[config.mk]
export PLATFORM = sky130hd
export DESIGN_NAME = acbpp_port
export DESIGN_NICKNAME = d
export VERILOG_FILES = /design/src/rtl/acbpp_pkg.sv /design/src/rtl/acbpp_port.sv /design/src/rtl/acbpp_sync.sv
export VERILOG_INCLUDE_DIRS = /design/src /design/src/rtl
export SDC_FILE = /design/constraint.sdc
export NUM_CORES = 1
export LEC_CHECK = 0
export BUFFER_PORTS_ARGS = -buffer_cell sky130_fd_sc_hd__buf_2
export CAP_MARGIN = 40
export CORE_MARGIN = 3
export CORE_UTILIZATION = 50
export CTS_BUF_LIST = sky130_fd_sc_hd__clkbuf_4 sky130_fd_sc_hd__clkbuf_8 sky130_fd_sc_hd__clkbuf_16
export DETAILED_ROUTE_END_ITERATION = 8
export MAX_ROUTING_LAYER = met4
export PLACE_DENSITY = 0.77
export SLEW_MARGIN = 25
export SYNTH_ARGS = -nofsm -noshare
export SYNTH_HDL_FRONTEND = slang
export SYNTH_SLANG_ARGS = --single-unit
[constraint.sdc]
create_clock -name clk -period 2.9 [get_ports clk]
set_clock_uncertainty 0.05 [all_clocks]
set_input_delay 0.145 -clock clk [delete_from_list [all_inputs] [get_ports clk]]
set_output_delay 0.145 -clock clk [all_outputs]
set_load 0.05 [all_outputs]
[src/rtl/acbpp_params.svh]
// Contract
// - stop counter at park while hold high
// - held pace: busy shows, parked at 16
// - timer disallowed never stops the counter
// - select code compare gates card selection
// - two-flop acknowledge after access request
// - request fall clears both handshake flops
// - only address bits one to six decode
// - bit six raises analog read flag
// - gain bits pass two buffer stages
// - channel bits buffered, else register decode
// - hard reset clears enable, counter zero
// - write to address one soft resets
// - data lanes follow direction and strobes
// - read drives analog, identity or status
// - busy on data bit 15, inverse status 6
// - interrupt enable at status bit 7
`ifndef ACBPP_PARAMS_SVH
`define ACBPP_PARAMS_SVH
// ----------------------------------------
// register decode (a3..a1)
// ----------------------------------------
`define ACBPP_ID_OFFSET 3'h1
`define ACBPP_STATUS_OFFSET 3'h3
// ----------------------------------------
// field positions
// ----------------------------------------
`define ACBPP_ANA_BUSY_BIT 15
`define ACBPP_ANA_WAIT_BIT 14
`define ACBPP_ST_IRQEN_BIT 7
`define ACBPP_ST_NBUSY_BIT 6
`define ACBPP_RESET_IRQEN 1'b0
// ----------------------------------------
// conversion cycle points
// ----------------------------------------
`define ACBPP_CYC_WAIT 5'h00
`define ACBPP_CYC_STAGE2 5'h02
`define ACBPP_CYC_LATCH 5'h04
`define ACBPP_CYC_WINDOW 5'h0f
`define ACBPP_CYC_PARK 5'h10
`define ACBPP_CYC_LAST 5'h1d
`define ACBPP_SYNC_STAGES 2
// idle pin levels: strobes high, read, pacing inputs low
`define ACBPP_PINS_IDLE {23'h000000, 4'hf, 3'h0}
`endif

[src/rtl/acbpp_pkg.sv]
package acbpp_pkg;
   typedef struct packed {
      logic [23:1] addr;
      logic addr_strobe_n;
      logic upper_byte_strobe_n;
      logic lower_byte_strobe_n;
      logic read_not_write;
      logic ext_pace_in;
      logic int_pace_disable_in;
      logic pace_timer_running;
   } acbpp_pins_s;
   typedef enum logic [2:0] {
      ACBPP_IDLE = 3'b001,
      ACBPP_GRAB = 3'b010,
      ACBPP_BUSY = 3'b100
   } acbpp_busy_e;
endpackage

[src/rtl/acbpp_port.sv]
`timescale 1ns/1ps
`include "acbpp_params.svh"
module acbpp_port import acbpp_pkg::*; #(
   parameter logic [7:0] IDENT_CODE = 8'h5a, // arbitrary identity value
   parameter logic [2:0] FIXED_SEL = 3'h0 // hard-wired select bits
) (
   input wire logic clk, // system clock
   input wire logic rst_n, // backplane hard reset
   input wire acbpp_pins_s pins, // backplane and pacing pins
   input wire logic [4:0] select_switch, // switch-set select bits
   input wire logic [1:0] int_level, // interrupt level straps
   input wire logic [15:0] data_in, // backplane data from host
   input wire logic [13:0] adc_result, // buffered converter result
   output logic [15:0] data_out, // backplane data to host
   output logic [1:0] data_oe_n, // lane drive, low drives {upper,lower}
   output logic backplane_ack_n, // transfer acknowledge
   output logic selected_indicator_n, // card addressed
   output logic [1:0] gain_sel, // gain multiplexer drive
   output logic [2:0] chan_sel, // channel multiplexer drive
   output logic [7:0] reg_strobe_n, // register decoder outputs
   output logic [4:0] conv_cycle, // conversion counter
   output logic pace_window, // counter may be stopped
   output logic irq_enable // interrupt enable flop
);
   // ----------------------------------------
   // input synchronisers
   // ----------------------------------------
   acbpp_pins_s sp_x;
   acbpp_pins_s sp;
   logic [7:0] sw_s;
   // stored relative to the idle levels, so a freshly reset stage
   // reads as an idle bus and never as an active strobe
   acbpp_sync #(.WIDTH($bits(acbpp_pins_s))) u_sync_pins (
      .clk(clk),
      .rst_n(rst_n),
      .d(pins ^ `ACBPP_PINS_IDLE),
      .q(sp_x)
   );
   assign sp = sp_x ^ `ACBPP_PINS_IDLE;
   acbpp_sync #(.WIDTH(8)) u_sync_straps (
      .clk(clk),
      .rst_n(rst_n),
      .d({select_switch, int_level, 1'b0}),
      .q(sw_s)
   );

   // ----------------------------------------
   // decode
   // ----------------------------------------
   wire sel_match = (sp.addr[23:16] == {FIXED_SEL, sw_s[7:3]});
   wire card_selected_n = ~(sel_match & ~sp.addr_strobe_n);
   wire access_request = ~card_selected_n &
      ~(sp.upper_byte_strobe_n & sp.lower_byte_strobe_n);
   wire analog_read_flag = sp.addr[6] & ~card_selected_n;
   wire [2:0] reg_index = sp.addr[3:1];
   wire rd = sp.read_not_write;
   wire analog_out_en_n = ~(rd & analog_read_flag);
   wire ident_out_en_n = ~(rd & ~analog_read_flag & reg_index == `ACBPP_ID_OFFSET);
   wire status_out_en_n = ~(rd & ~analog_read_flag & reg_index == `ACBPP_STATUS_OFFSET);

   // ----------------------------------------
   // handshake
   // ----------------------------------------
   logic hs1_q, hs2_q, hs2_d;
   assign hs2_d = access_request & hs1_q;
   wire transfer_ack_n = ~hs2_q;
   // request low clears both flops at once; kept synchronous to
   // avoid a logic-driven async clear
   always_ff @(posedge clk or negedge rst_n) begin
      if (!rst_n) begin
         hs1_q <= 1'b0;
         hs2_q <= 1'b0;
      end else begin
         hs1_q <= access_request;
         hs2_q <= hs2_d;
      end
   end
   wire ack_edge = hs2_d & ~hs2_q;
   wire write_pulse = ack_edge & ~rd;
   wire soft_clear_n = ~(write_pulse & ~analog_read_flag &
      reg_index == `ACBPP_ID_OFFSET);
   wire status_write = write_pulse & ~analog_read_flag &
      reg_index == `ACBPP_STATUS_OFFSET;

   // ----------------------------------------
   // busy machine and address stages
   // ----------------------------------------
   acbpp_busy_e busy_q, busy_d;
   logic [5:1] addr_capture_q, mux_q;
   logic [4:0] cnt_q, cnt_d;
   wire busy = (busy_q == ACBPP_BUSY);
   wire wait_state = (cnt_q == `ACBPP_CYC_WAIT);
   always_comb begin
      busy_d = busy_q;
      unique case (busy_q)
         ACBPP_IDLE: if (ack_edge & analog_read_flag) busy_d = ACBPP_GRAB;
         ACBPP_GRAB: if (!access_request) busy_d = ACBPP_BUSY;
         ACBPP_BUSY: if (cnt_q == `ACBPP_CYC_LATCH) busy_d = ACBPP_IDLE;
      endcase
   end
   always_ff @(posedge clk or negedge rst_n) begin
      if (!rst_n) begin
         busy_q <= ACBPP_IDLE;
         addr_capture_q <= 5'h00;
      end else if (!soft_clear_n) begin
         busy_q <= ACBPP_IDLE;
         addr_capture_q <= 5'h00;
      end else begin
         busy_q <= busy_d;
         // analog writes also land here and overwrite the pipeline
         if (busy_q == ACBPP_IDLE && busy_d == ACBPP_GRAB)
            addr_capture_q <= sp.addr[5:1];
      end
   end
   always_ff @(posedge clk or negedge rst_n) begin
      if (!rst_n) mux_q <= 5'h00;
      else if (cnt_q == `ACBPP_CYC_STAGE2 && cnt_d != cnt_q) mux_q <= addr_capture_q;
   end

   // ----------------------------------------
   // conversion counter gate
   // ----------------------------------------
   wire ext_pace_hold_n = ~sp.ext_pace_in;
   wire pace_timer_allow = ~sp.int_pace_disable_in;
   // soft clear lands on the same edge as the counter; the mirrors follow it
   wire [4:0] cnt_nx = soft_clear_n ? cnt_d : `ACBPP_CYC_WAIT;
   wire window_d = (cnt_nx >= `ACBPP_CYC_WINDOW);
   wire pace_stop = (cnt_q == `ACBPP_CYC_PARK) &
      (~ext_pace_hold_n | (pace_timer_allow & sp.pace_timer_running));
   wire wait_stop = wait_state & ~busy;
   always_comb begin
      cnt_d = cnt_q;
      if (!(pace_stop | wait_stop))
         cnt_d = (cnt_q == `ACBPP_CYC_LAST) ? `ACBPP_CYC_WAIT : 5'(cnt_q + 5'h01);
   end
   always_ff @(posedge clk or negedge rst_n) begin
      if (!rst_n) cnt_q <= `ACBPP_CYC_WAIT;
      else if (!soft_clear_n) cnt_q <= `ACBPP_CYC_WAIT;
      else cnt_q <= cnt_d;
   end

   // ----------------------------------------
   // read data and outputs
   // ----------------------------------------
   wire [15:0] status_word = {8'h00, irq_enable, ~busy, sw_s[2:1], 4'h0};
   wire [15:0] ana_word = {busy, wait_state, adc_result};
   wire [15:0] rd_word = !analog_out_en_n ? ana_word :
      !ident_out_en_n ? {8'h00, IDENT_CODE} :
      !status_out_en_n ? status_word : 16'h0000;
   wire [1:0] lane_n = {sp.upper_byte_strobe_n, sp.lower_byte_strobe_n};
   wire [7:0] dec_n = (analog_read_flag | card_selected_n) ? 8'hff :
      ~(8'h01 << reg_index);
   always_ff @(posedge clk or negedge rst_n) begin
      if (!rst_n) begin
         data_out <= 16'h0000;
         data_oe_n <= 2'h3;
         backplane_ack_n <= 1'b1;
         selected_indicator_n <= 1'b1;
         gain_sel <= 2'h0;
         chan_sel <= 3'h0;
         reg_strobe_n <= 8'hff;
         conv_cycle <= 5'h00;
         pace_window <= 1'b0;
         irq_enable <= `ACBPP_RESET_IRQEN;
      end else begin
         data_out <= rd_word;
         data_oe_n <= (card_selected_n | ~rd) ? 2'h3 : lane_n;
         backplane_ack_n <= ~hs2_d;
         selected_indicator_n <= card_selected_n;
         gain_sel <= mux_q[5:4];
         chan_sel <= mux_q[3:1];
         reg_strobe_n <= dec_n;
         conv_cycle <= cnt_nx;
         pace_window <= window_d;
         if (status_write) irq_enable <= data_in[`ACBPP_ST_IRQEN_BIT];
      end
   end
   wire unused_ok = &{transfer_ack_n, sw_s[0], data_in[15:8], data_in[6:0]};
endmodule // acbpp_port

[src/rtl/acbpp_sync.sv]
`timescale 1ns/1ps
`include "acbpp_params.svh"
module acbpp_sync #(
   parameter int WIDTH = 1
) (
   input wire logic clk, // system clock
   input wire logic rst_n, // async reset
   input wire logic [WIDTH-1:0] d, // asynchronous level
   output logic [WIDTH-1:0] q // synchronised level
);
   logic [WIDTH-1:0] meta_q;
   // first stage read only by second stage
   always_ff @(posedge clk or negedge rst_n) begin
      if (!rst_n) begin
         meta_q <= '0;
         q <= '0;
      end else begin
         meta_q <= d;
         q <= meta_q;
      end
   end
endmodule // acbpp_sync

Yosys cells after proc, flatten, opt, wreduce, memory -nomap -nowiden
Index checks and enable logic that the tools add are counted.
{"block": "classes", "add_sub_neg": 1, "bitwise_logic": 34, "eq_ne": 12, "magnitude_cmp": 1, "n_reduce_logical": 4, "n_shift": 1, "muxes": 15}
{"operator": "5-bit two-way mux", "count": 5}
{"operator": "8-bit two-way mux", "count": 3}
{"operator": "1-bit bitwise AND", "count": 18}
{"operator": "16-bit two-way mux", "count": 1}
{"operator": "3-bit two-way mux", "count": 4}
{"operator": "5-bit == test, second input constant", "count": 2}
{"operator": "3-bit by 2-bit == test with 1-bit output, second input constant", "count": 3}
{"operator": "1-bit NOT", "count": 9}
{"operator": "3-bit one-hot mux with 3 select lines", "count": 1}
{"operator": "8-bit by 5-bit == test with 1-bit output", "count": 1}
{"operator": "4-bit NOT", "count": 2}
{"operator": "8-bit NOT", "count": 1}
{"operator": "1-bit by 3-bit << shifter with 8-bit output, first input constant", "count": 1}
{"operator": "3-bit by 1-bit == test with 1-bit output, second input constant", "count": 2}
{"operator": "5-bit by 1-bit adder with 5-bit output, second input constant", "count": 1}
{"operator": "5-bit by 2-bit == test with 1-bit output, second input constant", "count": 1}
{"operator": "5-bit by 3-bit == test with 1-bit output, second input constant", "count": 1}
{"operator": "5-bit by 4-bit >= comparator with 1-bit output, second input constant", "count": 1}
{"operator": "5-bit zero test", "count": 1}
{"operator": "5-bit != test", "count": 1}
{"operator": "1-bit OR", "count": 4}
{"operator": "3-bit == test, second input constant", "count": 1}
{"operator": "1-bit logical AND", "count": 2}
{"operator": "2-bit two-way mux", "count": 1}
{"operator": "2-bit nonzero test", "count": 1}
{"block": "word_totals", "register_bits": 129, "out_inout_bits": 40, "inputBits": 69}

Logic depth before layout (Yosys ltp)
{"block": "depth", "depth_word": 13, "mapped_depth": 7, "depth_no_buf": 7}

Cells and area by module
From an unflattened synthesis, not the netlist that was laid out.
{"block": "hier_totals", "cells_unflattened": 303, "area_unflattened_um2": 4466.8}
{"module": "acbpp_port", "area_each_um2": 2565.0, "n_inst": 1, "cells_per_inst": 227, "seq_area_each_um2": 1392.6}
{"module": "acbpp_sync (u_sync_pins)", "area_each_um2": 1501.4, "n_inst": 1, "cells_per_inst": 60, "seq_area_each_um2": 1501.4}
{"module": "acbpp_sync (u_sync_straps)", "area_each_um2": 400.4, "n_inst": 1, "cells_per_inst": 16, "seq_area_each_um2": 400.4}

Least setup slack after synthesis
Ideal clock, no wire load.
{"block": "synth_timing", "path_type": "register to register", "start": "register cnt_q[1]", "end": "register pace_window", "stages_incl_launch_ff": 8, "t_required_ns": 2.773, "path_buffers": 0, "setup_time_ns": 0.077, "synth_period_minus_slack_ns": 2.227, "t_arrival_ns": 2.099, "slack_ns": 0.673, "cell_sequence": "dfrtp_1 > inv_1 > ha_1 > a22o_1 > nand2_1 > a32oi_1 > or4b_2 > a21oi_1"}
{"block": "synth_between", "elab_chain_len": 6, "word_cells_on_any_way": 11, "classes_between": "1 x add/sub; 1 x order compare; 2 x eq/ne; 3 x mux; 3 x bitwise; 1 x reduce/logical"}
{"element": "start, declared", "line": "acbpp_port.sv:90", "rtl": "logic [4:0] cnt_q, cnt_d;"}
{"element": "start signal, assigned", "line": "acbpp_port.sv:137", "rtl": "if (!rst_n) cnt_q <= `ACBPP_CYC_WAIT;"}
{"element": "start signal, assigned", "line": "acbpp_port.sv:138", "rtl": "else if (!soft_clear_n) cnt_q <= `ACBPP_CYC_WAIT;"}
{"element": "start signal, assigned", "line": "acbpp_port.sv:139", "rtl": "else cnt_q <= cnt_d;"}
{"element": "branches (longest 3 deep; another with 5-bit by 1-bit adder with 5-bit output)"}
{"element": "5-bit two-way mux *", "line": "acbpp_port.sv:133", "rtl": "if (!(pace_stop | wait_stop))"}
{"element": "5-bit two-way mux (no source line) *"}
{"element": "5-bit by 4-bit >= comparator with 1-bit output (no source line) *"}
{"element": "net window_d", "line": "acbpp_port.sv:127", "rtl": "wire window_d = (cnt_nx >= `ACBPP_CYC_WINDOW);"}
{"element": "end signal, assigned", "line": "acbpp_port.sv:174", "rtl": "pace_window <= window_d;"}
{"element": "end, declared", "line": "acbpp_port.sv:22", "rtl": "output logic pace_window,"}
Mark *: on every way through the listed nets, which the timed path passes.
A chain may end at the register's enable or synchronous reset.

Worst setup path after layout
{"block": "layout_timing", "start": "register u_sync_pins.q[27]", "end": "register addr_capture_q[4] (netlist name)"}
{"block": "layout_between", "elab_chain_len": 11, "word_cells_on_any_way": 18, "classes_between": "2 x eq/ne; 4 x mux; 10 x bitwise; 2 x reduce/logical"}
{"element": "start, declared", "line": "acbpp_sync.sv:9", "rtl": "output logic [WIDTH-1:0] q"}
{"element": "start signal, assigned", "line": "acbpp_sync.sv:19", "rtl": "q <= meta_q;"}
{"element": "8-bit by 5-bit == test with 1-bit output *", "line": "acbpp_port.sv:50", "rtl": "wire sel_match = (sp.addr[23:16] == {FIXED_SEL, sw_s[7:3]});"}
{"element": "1-bit bitwise AND *", "line": "acbpp_port.sv:51", "rtl": "wire card_selected_n = ~(sel_match & ~sp.addr_strobe_n);"}
{"element": "1-bit bitwise AND", "line": "acbpp_port.sv:52", "rtl": "wire access_request = ~card_selected_n &"}
{"element": "1-bit bitwise AND", "line": "acbpp_port.sv:65", "rtl": "assign hs2_d = access_request & hs1_q;"}
{"element": "1-bit bitwise AND", "line": "acbpp_port.sv:78", "rtl": "wire ack_edge = hs2_d & ~hs2_q;"}
{"element": "1-bit bitwise AND", "line": "acbpp_port.sv:96", "rtl": "ACBPP_IDLE: if (ack_edge & analog_read_flag) busy_d = ACBPP_GRAB;"}
{"element": "3-bit two-way mux", "line": "acbpp_port.sv:96"}
{"element": "3-bit one-hot mux with 3 select lines", "line": "acbpp_port.sv:95", "rtl": "unique case (busy_q)"}
{"element": "3-bit by 2-bit == test with 1-bit output", "line": "acbpp_port.sv:111", "rtl": "if (busy_q == ACBPP_IDLE && busy_d == ACBPP_GRAB)"}
{"element": "1-bit logical AND", "line": "acbpp_port.sv:111"}
{"element": "2-bit nonzero test (no source line)"}
{"element": "end signal, assigned", "line": "acbpp_port.sv:112", "rtl": "addr_capture_q <= sp.addr[5:1];"}
{"element": "end, declared", "line": "acbpp_port.sv:89", "rtl": "logic [5:1] addr_capture_q, mux_q;"}
Mark *: on every way between the ends. The rest lies on a longest branch, timed or not.

==> results.md <==
* Status: finished clean
* Synth top area cells: dfrtp_1 65%, dfstp_2 9.0%, nor2_1 2.1%
* Top FF cell, synth: dfrtp_1
* Initial antenna violation count at 0
* Vias at 2420
* CP max stage cell: nor4_1
* Crit start category: flop
* Setup_tns at 0 ns
* N_diodes at 0
* Core Rows at 31
* CTS Buf Count at 9
* CP endpoint kind: flop
* Initial DRC count at 145
* Synth Net Count at 334
* Port bufs at 84
* R2r worst-path depth at 5
* Comb power frac at 17.5%
* Hpwl dp at 4320 um
* R2r setup slk at approximately 0.47 ns
* Worst rel slew slack at 53.0%
* Post-route ant nets at 0
* EDFF count, synth at 0
* Setup Fix Bufs, Post-CTS at 0
* VDD IR max at 0.351 mV
* Share of cells above drive strength 1 at 32.3%
* Crit path time final at 2.43 ns
* Root Driver: clkbuf_8
* Clk buf depth at 2
* RSZ-0062 raised after global routing: false
* Seq/Total Area, Yosys at 74.0%
* Core region area at around 0.0073 mm^2
* Routed wire length at 6680 um
* Final cycle utilization of the critical path at 83.9%
* GP Congestion at between 0.8 and 0.9
* # fillers at 517
* Hold WC Path Type: primary input to async pin
* Area leader, netlist: dfrtp_1
* Multi-input logic area at approximately 920 um^2
* Register Area at 0.00279 mm^2
* Synthesized cell area at 0.00377 mm^2
* Post-synthesis cell count at roughly 260
* FF-to-FF Start: u_sync_pins.q[27]
* Max cap viols at 0
* Final Power at around 0.0032 W
* Initial Util at 51.8%
* Area delta synth->final at 31.7%
* Crit path arrival time at 2.63 ns
* Clock-pin slew of the registers on the worst-case setup and hold paths at 0.10 ns
* Grt total ovfl at 0
* H-Tree Depth at 3
* Fmax at 411 MHz
* Syn. warnings at 0
* P_int at 0.00226 W
* Die ar. at 0.00863 mm^2
* Synth cell types at 44
* Largest fanout on the critical path at 7
* Setup violations, final at 0
* Sw frac at 29.5%
* Post-synth ARST share at 100%
* Mean post-synth cell area at 14.5 um^2
* Crit path required time at 3.10 ns
* NumNets Final at 470
* # IOs at 109
* Util after Layout at 68.2%
* Top cell type's share of synthesized area at between 60% and 70%
* #FFs+latches synth at between 100 and 150
* GRT Util Overall at 17.4%
* Power share of the clock group at 28.6%
* Overall die height at just over 90 um
* WL per Instance at 13.3 um
* Width of the die at around 93 um
* Post-CTS sizing at 0
* Residual DRC at 0
* Skew-Pair Late Insertion Delay at 0.37 ns
* DR vias/cell at 4.83
* Setup CP Type: flop to flop
* R2R Path End: addr_capture_q[4]
* CTS tree: done
* First-pass iteration count of the detailed router at 4
* Crit-path cells: or4b_4 -> nor4_1 -> nand4_2 -> mux2i_1 -> nor2_1
* Final Hold Fails at 0
* Slew of the pin with the lowest slew margin at between 0.6 and 0.7 ns
* Hold-fix buffer count after cts at 44
* Final Max Tran Viols at 0
* Sequential share of power at between 50% and 60%
* Clk sinks at 111
* Vias in the first global route at 2416
* Cell Pwr Density at 645 mW/mm^2
* Cell with the most instances after synthesis: dfrtp_1
* Pin count of the biggest net entering global routing at 64
* Leak pwr at between 2 and 2.5 nW
* Psw at 0.000945 W
* Most frequent cells after synthesis: 98 x dfrtp_1, 21 x nor2_1, 13 x dfstp_2, 13 x nand3_1, 11 x nand2_1
* Global-route wire length before repair at roughly 11000 um
* Slowest stage delay, CP at 0.65 ns
==> final cells by class <==
type	instances	share of cell area (%)
clock buffers	9	2.49
repair buffers	131	18.1
inverters	9	0.680
well taps	99	2.49
flip-flops and latches	111	56.2
clock inverters	7	1.61
multi-input cells	135	18.4
==> state kept, by name, summed over array words and instances (netlist names), 2 cells and up <==
name / count
u_sync_pins.meta_q: 21
u_sync_pins.q: 21
data_out: 16
reg_strobe_n: 8
u_sync_straps.meta_q: 7
u_sync_straps.q: 7
addr_capture_q: 5
cnt_q: 5
mux_q: 5
busy_q: 3
chan_sel: 3
data_oe_n: 2
gain_sel: 2
==> routing by layer <==
metal	track usage (%)	part of all wire, %
met3	2.92	6.0
met5	-	0
met4	8.91	2.1
met2	29.2	52
met1	20.2	40
==> worst max-delay path by stage <==
stage / from / end / slack (ns) / cells past startpoint
floorplan: cnt_q[1] / pace_window / 0.67 / 7
global placement: u_sync_pins.q[27] / pace_window / 0.51 / 5
detailed placement: u_sync_pins.q[27] / addr_capture_q[4] / 0.49 / 5
CTS: u_sync_pins.q[27] / busy_q[2] / 0.48 / 5
global route: u_sync_pins.q[27] / addr_capture_q[1] / 0.30 / 5
finish: u_sync_pins.q[27] / addr_capture_q[4] / 0.47 / 5
==> cell families (layout without fill, tap and decap cells) <==
| kind of cell | after synthesis | after routing | share of synthesized area, % |
|---|---|---|---|
| AND/OR/NAND/NOR | 91 | 91 | 14.6 |
| adder cells (fa/ha/maj) | 4 | 4 | 1.33 |
| multiplexers | 12 | 12 | 3.38 |
| buffers and inverters | 15 | 156 | 1.72 |
| flip-flops | 111 | 111 | 74.0 |
| XOR/XNOR | 6 | 6 | 1.39 |
| AO/OA/AOI/OAI | 22 | 22 | 3.61 |
==> cell usage in the layout, fill, tap and decap left out, types with 2 or more instances in the layout <==
cell	count
a21oi_1	8
and2_1	9
and3_1	4
buf_2	83
buf_4	3
clkbuf_8	9
clkinv_4	2
dfrtp_1	98
dfstp_2	13
dlygate4sd3_1	44
ha_1	4
inv_1	9
mux2_2	6
mux2i_1	6
nand2_1	11
nand2b_1	5
nand3_1	13
nand3b_1	4
nand4_1	2
nor2_1	21
nor2b_1	2
nor3b_1	5
nor4bb_1	3
o211ai_1	3
o21ai_0	3
o21ai_1	2
xor2_1	5
==> through the flow <==
step	cells	setup slack [ns]	hold slack [ns]	instance area (um^2)
2_1_floorplan	261	0.673	-0.201	3770
3_3_place_gp	441	0.511	0.140	4330
3_5_place_dp	441	0.487	0.150	4330
4_1_cts	501	0.485	0.275	4970
5_1_grt	501	0.302	0.309	4970
6_report	501	0.468	0.276	4970
==> power by group through the flow <==
stage / clock network [W] / registers (W) / logic [W]
2_1_floorplan: 0 / 0.00186 / 0.000252
3_3_place_gp: 0 / 0.00175 / 0.000505
3_5_place_dp: 0 / 0.00175 / 0.000518
4_1_cts: 0.000948 / 0.00172 / 0.000564
5_1_grt: 0.00100 / 0.00174 / 0.000616
6_report: 0.000918 / 0.00173 / 0.000562
==> worst max-delay path: cells and delay by family (launching register included) <==
kind,cells,cell delay [ns]
muxes,1,0.25
and+or+nand+nor,4,1.65
DFF,1,0.37
Note: power is estimated with default switching activity, not from simulation.
